File: config.mk
export PLATFORM = sky130hd
export DESIGN_NAME = watchdog_and_address_trap
export DESIGN_NICKNAME = d
export VERILOG_FILES = /design/src/wdt_pkg.sv /design/src/watchdog_and_address_trap.sv
export VERILOG_INCLUDE_DIRS = /design/src
export SDC_FILE = /design/constraint.sdc
export NUM_CORES = 1
export LEC_CHECK = 0
export ABC_AREA = 1
export BUFFER_PORTS_ARGS = -buffer_cell sky130_fd_sc_hd__buf_2
export CAP_MARGIN = 10
export CORE_MARGIN = 2
export CORE_UTILIZATION = 31
export DETAILED_ROUTE_END_ITERATION = 16
export GPL_TIMING_DRIVEN = 0
export PLACE_DENSITY_LB_ADDON = 0.2
export SLEW_MARGIN = 40
export SYNTH_ARGS = -nofsm -noshare
export SYNTH_HDL_FRONTEND = slang
export SYNTH_SLANG_ARGS = --single-unit
File: constraint.sdc
create_clock -name clock -period 1.7 [get_ports clock]
set_input_delay 0.085 -clock clock [delete_from_list [all_inputs] [get_ports clock]]
set_output_delay 0.085 -clock clock [all_outputs]
set_load 0.02 [all_outputs]
File: src/wdt_defs.svh
// constants for the watchdog and fetch-trap supervisor
//
// How it works
// watchdog enable bit resets to one, so counting starts at reset release.
// software stops it: clear interrupt flag, write 4EH, clear enable, write B1H.
// while the watchdog is stopped its counter is held at zero.
// overflow with action select at zero raises the watchdog interrupt.
// the watchdog interrupt is non-maskable, ignoring the global interrupt flag.
// each new watchdog interrupt is a fresh request, serviced at once, nesting.
// software sets the stack pointer before choosing interrupt on overflow.
// overflow with action select at one pulls the reset pin and resets hardware.
// reset from overflow or fetch trap lasts at most 24 fast clock periods.
// a new ram trap select value takes effect only after key write D2H.
// software running code from ram clears ram trap select and commits with D2H.
// fetches from register or debug areas always trap, whatever ram select says.
// trapped fetch with trap action zero raises the fetch trap interrupt.
// the fetch trap interrupt is non-maskable, ignoring the global interrupt flag.
// each new fetch trap interrupt is serviced at once, earlier ones held pending.
// trapped fetch with trap action one pulls the reset pin and resets hardware.
// fetch trap reset in low speed mode restarts the fast oscillator.
// period select 00..11 gives 2^25, 2^23, 2^21, 2^19 fast clocks.
// once action select is cleared, writes cannot set it again.
// the disable code acts only while the enable bit is already zero.
// key write 4EH clears the counter; software repeats within 3/4 period.
// each fetch address is checked and flagged before the fetched code runs.
`ifndef WDT_DEFS_SVH
`define WDT_DEFS_SVH

`define REG_CONTROL_ONE 2'h0
`define REG_KEY 2'h1
`define REG_STATUS 2'h2

`define BIT_RAM_TRAP 7
`define BIT_TRAP_ACTION 6
`define BIT_RUN_ENABLE 3
`define BIT_PERIOD_HI 2
`define BIT_PERIOD_LO 1
`define BIT_OVF_ACTION 0

`define KEY_CLEAR 8'h4E
`define KEY_DISABLE 8'hB1
`define KEY_COMMIT_TRAP 8'hD2

`define RST_PERIOD_SELECT 2'h3
`define RST_RAM_TRAP 1'b1
`define RST_TRAP_ACTION 1'b1
`define RST_OVF_ACTION 1'b1

`define RAM_LO 16'h0040
`define RAM_HI 16'h083F
`define SFR_LO 16'h0000
`define SFR_HI 16'h003F
`define DBR_LO 16'h0F80
`define DBR_HI 16'h0FFF

`define RESET_PULSE_CYCLES 5'h18

`endif

File: src/wdt_pkg.sv
// types shared by the supervisor design
`default_nettype none
package wdt_pkg;
   typedef enum logic [1:0] {
      PULSE_IDLE = 2'h0,
      PULSE_HOLD = 2'h1
   } pulse_state_t;

   typedef logic [7:0] byte_t;
   typedef logic [1:0] reg_addr_t;
   typedef logic [15:0] fetch_addr_t;
endpackage
`default_nettype wire

File: src/watchdog_and_address_trap.sv
// watchdog counter and instruction fetch trap supervisor
`timescale 1ns/1ps
`default_nettype none
`include "wdt_defs.svh"

module watchdog_and_address_trap #(
   parameter int CNT_W = 25,
   parameter logic [4:0] RESET_CYCLES = `RESET_PULSE_CYCLES
) (
   input wire logic clock,
   input wire logic rstn,
   input wire wdt_pkg::reg_addr_t reg_addr,
   input wire wdt_pkg::byte_t reg_wdata,
   input wire logic reg_write,
   input wire logic reg_read,
   output logic [7:0] reg_rdata,
   input wire logic fetch_valid,
   input wire wdt_pkg::fetch_addr_t fetch_addr,
   input wire logic low_speed_mode_one,
   output logic wdog_overflow_irq,
   output logic fetch_trap_irq,
   output logic reset_pin_out,
   output logic reset_pin_oe,
   output logic internal_reset_req,
   output logic hf_osc_restart
);
   import wdt_pkg::*;

   // ***************************************************
   // state
   // ***************************************************
   typedef struct packed {
      logic wdog_run_enable;
      logic running;
      logic [1:0] overflow_period_select;
      logic overflow_action_select;
      logic ram_trap_pending;
      logic ram_fetch_trap_select;
      logic trap_action_select;
      logic [CNT_W-1:0] count;
      pulse_state_t pulse_state;
      logic [4:0] pulse_count;
      logic [7:0] rdata;
      logic wdog_irq;
      logic trap_irq;
      logic rst_pin;
      logic rst_oe;
      logic rst_req;
      logic osc_restart;
      logic last_cause_trap;
   } state_t;

   state_t cur_ff;
   state_t nxt_cur;

   // ***************************************************
   // helpers
   // ***************************************************
   function automatic logic in_region(input fetch_addr_t a, input fetch_addr_t lo, input fetch_addr_t hi);
      in_region = (a >= lo) && (a <= hi);
   endfunction

   function automatic logic [CNT_W-1:0] last_count(input logic [1:0] sel);
      logic [CNT_W-1:0] one;
      one = {{(CNT_W-1){1'b0}}, 1'b1};
      unique case (sel)
         2'h0: last_count = (one << 25) - one;
         2'h1: last_count = (one << 23) - one;
         2'h2: last_count = (one << 21) - one;
         2'h3: last_count = (one << 19) - one;
      endcase
   endfunction

   // ***************************************************
   // decode
   // ***************************************************
   logic wr_ctl;
   logic wr_key;
   logic key_clear;
   logic key_disable;
   logic key_commit;
   logic overflow;
   logic trap_hit;
   logic start_reset;

   always_comb begin
      wr_ctl = reg_write && (reg_addr == `REG_CONTROL_ONE);
      wr_key = reg_write && (reg_addr == `REG_KEY);
      key_clear = wr_key && (reg_wdata == `KEY_CLEAR);
      key_disable = wr_key && (reg_wdata == `KEY_DISABLE);
      key_commit = wr_key && (reg_wdata == `KEY_COMMIT_TRAP);
      overflow = cur_ff.running && (cur_ff.count == last_count(cur_ff.overflow_period_select));
      // register and debug areas trap unconditionally, ram only when armed
      trap_hit = fetch_valid && (in_region(fetch_addr, `SFR_LO, `SFR_HI)
         || in_region(fetch_addr, `DBR_LO, `DBR_HI)
         || (cur_ff.ram_fetch_trap_select && in_region(fetch_addr, `RAM_LO, `RAM_HI)));
      start_reset = (overflow && cur_ff.overflow_action_select)
         || (trap_hit && cur_ff.trap_action_select);
   end

   // ***************************************************
   // next state
   // ***************************************************
   always_comb begin
      nxt_cur = cur_ff;
      nxt_cur.wdog_irq = 1'b0;
      nxt_cur.trap_irq = 1'b0;

      // control register one
      if (wr_ctl) begin
         nxt_cur.wdog_run_enable = reg_wdata[`BIT_RUN_ENABLE];
         nxt_cur.overflow_period_select = reg_wdata[`BIT_PERIOD_HI:`BIT_PERIOD_LO];
         // once cleared the action select stays cleared
         nxt_cur.overflow_action_select = cur_ff.overflow_action_select & reg_wdata[`BIT_OVF_ACTION];
         nxt_cur.ram_trap_pending = reg_wdata[`BIT_RAM_TRAP];
         nxt_cur.trap_action_select = reg_wdata[`BIT_TRAP_ACTION];
         if (reg_wdata[`BIT_RUN_ENABLE]) begin
            nxt_cur.running = 1'b1;
         end
      end

      // key register
      if (key_commit) begin
         nxt_cur.ram_fetch_trap_select = cur_ff.ram_trap_pending;
      end
      if (key_disable && !cur_ff.wdog_run_enable) begin
         nxt_cur.running = 1'b0;
      end

      // counter
      if (!cur_ff.running || key_clear || overflow) begin
         nxt_cur.count = '0;
      end else begin
         nxt_cur.count = cur_ff.count + {{(CNT_W-1){1'b0}}, 1'b1};
      end

      // non-maskable requests, one pulse per event, gated only by the action select bits
      if (overflow && !cur_ff.overflow_action_select) begin
         nxt_cur.wdog_irq = 1'b1;
      end
      if (trap_hit && !cur_ff.trap_action_select) begin
         nxt_cur.trap_irq = 1'b1;
      end

      // reset pulse
      unique case (cur_ff.pulse_state)
         PULSE_IDLE: begin
            if (start_reset) begin
               nxt_cur.pulse_state = PULSE_HOLD;
               nxt_cur.pulse_count = RESET_CYCLES - 5'h1;
               nxt_cur.rst_pin = 1'b0;
               nxt_cur.rst_oe = 1'b1;
               nxt_cur.rst_req = 1'b1;
               nxt_cur.last_cause_trap = trap_hit && cur_ff.trap_action_select;
               nxt_cur.osc_restart = trap_hit && cur_ff.trap_action_select && low_speed_mode_one;
            end
         end
         PULSE_HOLD: begin
            if (cur_ff.pulse_count == 5'h0) begin
               nxt_cur.pulse_state = PULSE_IDLE;
               nxt_cur.rst_oe = 1'b0;
               nxt_cur.rst_req = 1'b0;
               nxt_cur.osc_restart = 1'b0;
            end else begin
               nxt_cur.pulse_count = cur_ff.pulse_count - 5'h1;
            end
         end
      endcase

      // read data, valid the cycle after the strobe
      nxt_cur.rdata = 8'h00;
      if (reg_read && (reg_addr == `REG_STATUS)) begin
         nxt_cur.rdata = {cur_ff.ram_fetch_trap_select, cur_ff.trap_action_select,
            cur_ff.last_cause_trap, cur_ff.running, cur_ff.wdog_run_enable,
            cur_ff.overflow_period_select, cur_ff.overflow_action_select};
      end
   end

   // ***************************************************
   // registers
   // ***************************************************
   always_ff @(posedge clock) begin
      if (!rstn) begin
         cur_ff <= '0;
         cur_ff.wdog_run_enable <= 1'b1;
         cur_ff.running <= 1'b1;
         cur_ff.overflow_period_select <= `RST_PERIOD_SELECT;
         cur_ff.overflow_action_select <= `RST_OVF_ACTION;
         cur_ff.ram_trap_pending <= `RST_RAM_TRAP;
         cur_ff.ram_fetch_trap_select <= `RST_RAM_TRAP;
         cur_ff.trap_action_select <= `RST_TRAP_ACTION;
         cur_ff.pulse_state <= PULSE_IDLE;
      end else begin
         cur_ff <= nxt_cur;
      end
   end

   // ***************************************************
   // outputs
   // ***************************************************
   always_comb begin
      reg_rdata = cur_ff.rdata;
      wdog_overflow_irq = cur_ff.wdog_irq;
      fetch_trap_irq = cur_ff.trap_irq;
      reset_pin_out = cur_ff.rst_pin;
      reset_pin_oe = cur_ff.rst_oe;
      internal_reset_req = cur_ff.rst_req;
      hf_osc_restart = cur_ff.osc_restart;
   end
endmodule
`default_nettype wire

==> reports/metrics.yaml <==
outcome:
  outcome: "complete, no violations"
route:
  routed_wl_um: 5620
  wl_per_cell_um: 11.13
  via_per_inst: 4.446
  via_count: 2245
  drc: 0
  dr.first_iter.drc_count: 72
  drtPass1Iterations: 4
  ant_nets: 0
critical_path:
  cp_max_fo: 8
  critPathArrivalTime_ns: 1.82
  end_kind: "flop"
  worstSetupPathType: "flop to flop"
  critPathLaunchType: "flop"
  required_ns: 1.91
sta:
  min_period_ns: 1.615
  clock_skew_ns: 0.01094
  fmax_ghz: 0.6190
  tns_ns: 0
  fin_crit_sh_pct: 95.02
  final_max_slew_viol_count: 0
  hold_viol: 0
  timing.hold.ws_ns: 0.03608
  setup_viol: 0
  rsz0062_at_grt: "yes"
global_route:
  use_met2_pct: 20.01
  gr-usage-met3_pct: 2.451
  overflow: 0
  grt_pass1_wl_um: 9101
  top_usage_layer: "met2"
  gr-usage-met1_pct: 17.57
  grt_max_degree: 19
  antenna_found_initial: 0
  grt_use_total_pct: 12.71
  grt_pass1_vias: 2016
power:
  vdd_ir_drop_max_v: 0.0003623
  power_mw: 2.192
  leakagePower_nw: 1.525
  power_density_nw_per_um2: 701.3
floorplanning:
  die_w_um: 95.25
  core_um2: 8134
  ioPinCount: 46
  die_y_um: 95.25
  dieArea_um2: 9073
  fp-row-count: 33
  initial_utilization_pct: 31.73
placed_design:
  place_area_um2: 2898
  gp_congestion: 0.8246
  place_inst: 490
  place_hpwl_um: 4221
  io_buffers: 37
synthesis:
  syn-num-nets: 382
  synth_top_area_share_pct: 40.33
  synth.distinct_cells: 37
  synthFlopType: "dfxtp_1"
  syn_inst: 348
  synth_enable_flop_cells: 0
  async_reset_ff_share_pct: 0
  synth.largest_area_cell: "dfxtp_1"
  synth_area_per_cell_um2: 7.417
  yosysSeqAreaShare_pct: 40.33
  synthTopCellsByArea: "dfxtp_1, nand2_1, nor2_1, inv_1, xor2_1"
  yosysWarnings: 0
  netlist_area_um2: 2581
  ys_ff_latch: 52
cells_and_area:
  layout_common_cells: "nand2_1, nor2_1, inv_1, dfxtp_1, buf_2"
  layout-drive-gt1-share_pct: 22.00
  instances_no_fill: 505
  fillers: 895
  final_common_cell: "nand2_1"
  multiInputGateArea_um2: 1267
  fin_nets: 433
  final_design_area_no_fill_um2: 3126
  regArea_um2: 1050
  n_antenna_cell: 0
  syn_to_final_growth_pct: 21.09
cts:
  cts_buffers: 5
  clock_sinks: 52
  ctsHtreeMaxLevel: 2
  holdBufCountCts: 0
  clk_pin_slew_ns: 0.11
  cts_tree: "built"
  cts_max_path_buffers: 2
  root_buffer: "clkbuf_8"
  clkLatencyLatePin_ns: 0.31
worst_hold_path:
  worstHoldPathType: "primary input to flop"
flow_run:
  maxCapViolCount: 0
[sequential cells by signal (all words and copies together) (netlist names)]
| signal | count |
|---|---|
| fetch_trap_irq | 1 |
| reset_pin_oe | 1 |
| wdog_overflow_irq | 1 |
| cur_ff | 40 |
| hf_osc_restart | 1 |
| reg_rdata | 8 |
[through the flow]
stage               setup WS (ns)  util [%]
CTS                      0.009375     36.90
finish                    0.08462     38.42
global route             -0.01230     38.42
floorplan                  0.1894         -
detailed placement       -0.04007     35.63
global placement         -0.03340     35.63
[final timing paths]
check,startpoint,end,slack [ns],cells past startpoint
worst max-delay path,cur_ff[22],cur_ff[36],0.08,9
worst min-delay path,rstn,cur_ff[18],0.04,3
worst max register to register,cur_ff[22],cur_ff[36],0.08,9
worst min register to register,cur_ff[0],reg_rdata[5],0.44,2
[what timing repair did]
item | CTS | global route
pin swaps | 1 | 3
endpoints found under the setup margin | 21 | 25
gates cloned | 0 | 2
setup buffers | 1 | 4
gates resized for setup | 0 | 13
[cells in the mapped netlist (3+ instances only)]
cell type,count
nor2_1,58
nand2_1,67
nor3_1,10
buf_4,10
inv_1,49
or2_2,3
nand3_4,3
buf_6,3
nand3_1,17
o211ai_1,5
dfxtp_1,52
nand4_1,11
o21ai_0,6
xor2_1,14
a21oi_1,10
[cells by family after synthesis]
logic type / after synthesis / synth area share (%)
AND/OR/NAND/NOR: 188 / 35.73
buffers and inverters: 64 / 11.63
XOR/XNOR: 16 / 5.429
flip-flops: 52 / 40.33
other: 1 / 0.1453
adder cells (fa/ha/maj): 2 / 0.9693
AO/OA/AOI/OAI: 25 / 5.769
[power by group]
group / switching (mW) / internal [mW] / total [mW]
Clock: 0.454 / 0.303 / 0.758
Sequential: 0.0157 / 1.24 / 1.25
Combinational: 0.0967 / 0.0836 / 0.180
Total: 0.567 / 1.62 / 2.19
[routing by layer]
metal	wire length, µm	part of all wire [%]	vias up
li1	-	-	1190
met1	2793	50	1020
met2	2567	46	30
met3	194	3.5	5
met4	64	1.1	0
met5	0	0	-
[critical path, cell delays in order (launching register included)]
cell       delay (ns)
dfxtp_4          0.38
ha_4             0.14
nand2_4          0.06
nor2_4           0.16
nand3_4          0.14
nor2_8           0.18
nand2_4          0.07
nand4_4          0.17
clkbuf_16        0.18
nor2_1           0.04
[layout make-up]
class	instances	area share (%)
Buffer	15	3.963
Clock buffer	5	2.202
Clock inverter	3	0.8807
Inverter	49	5.885
Multi-Input combinational cell	232	40.55
Sequential cell	52	33.59
Tap cell	105	4.203
Timing Repair Buffer	44	8.727
Note: power is estimated with default switching activity, not from simulation.
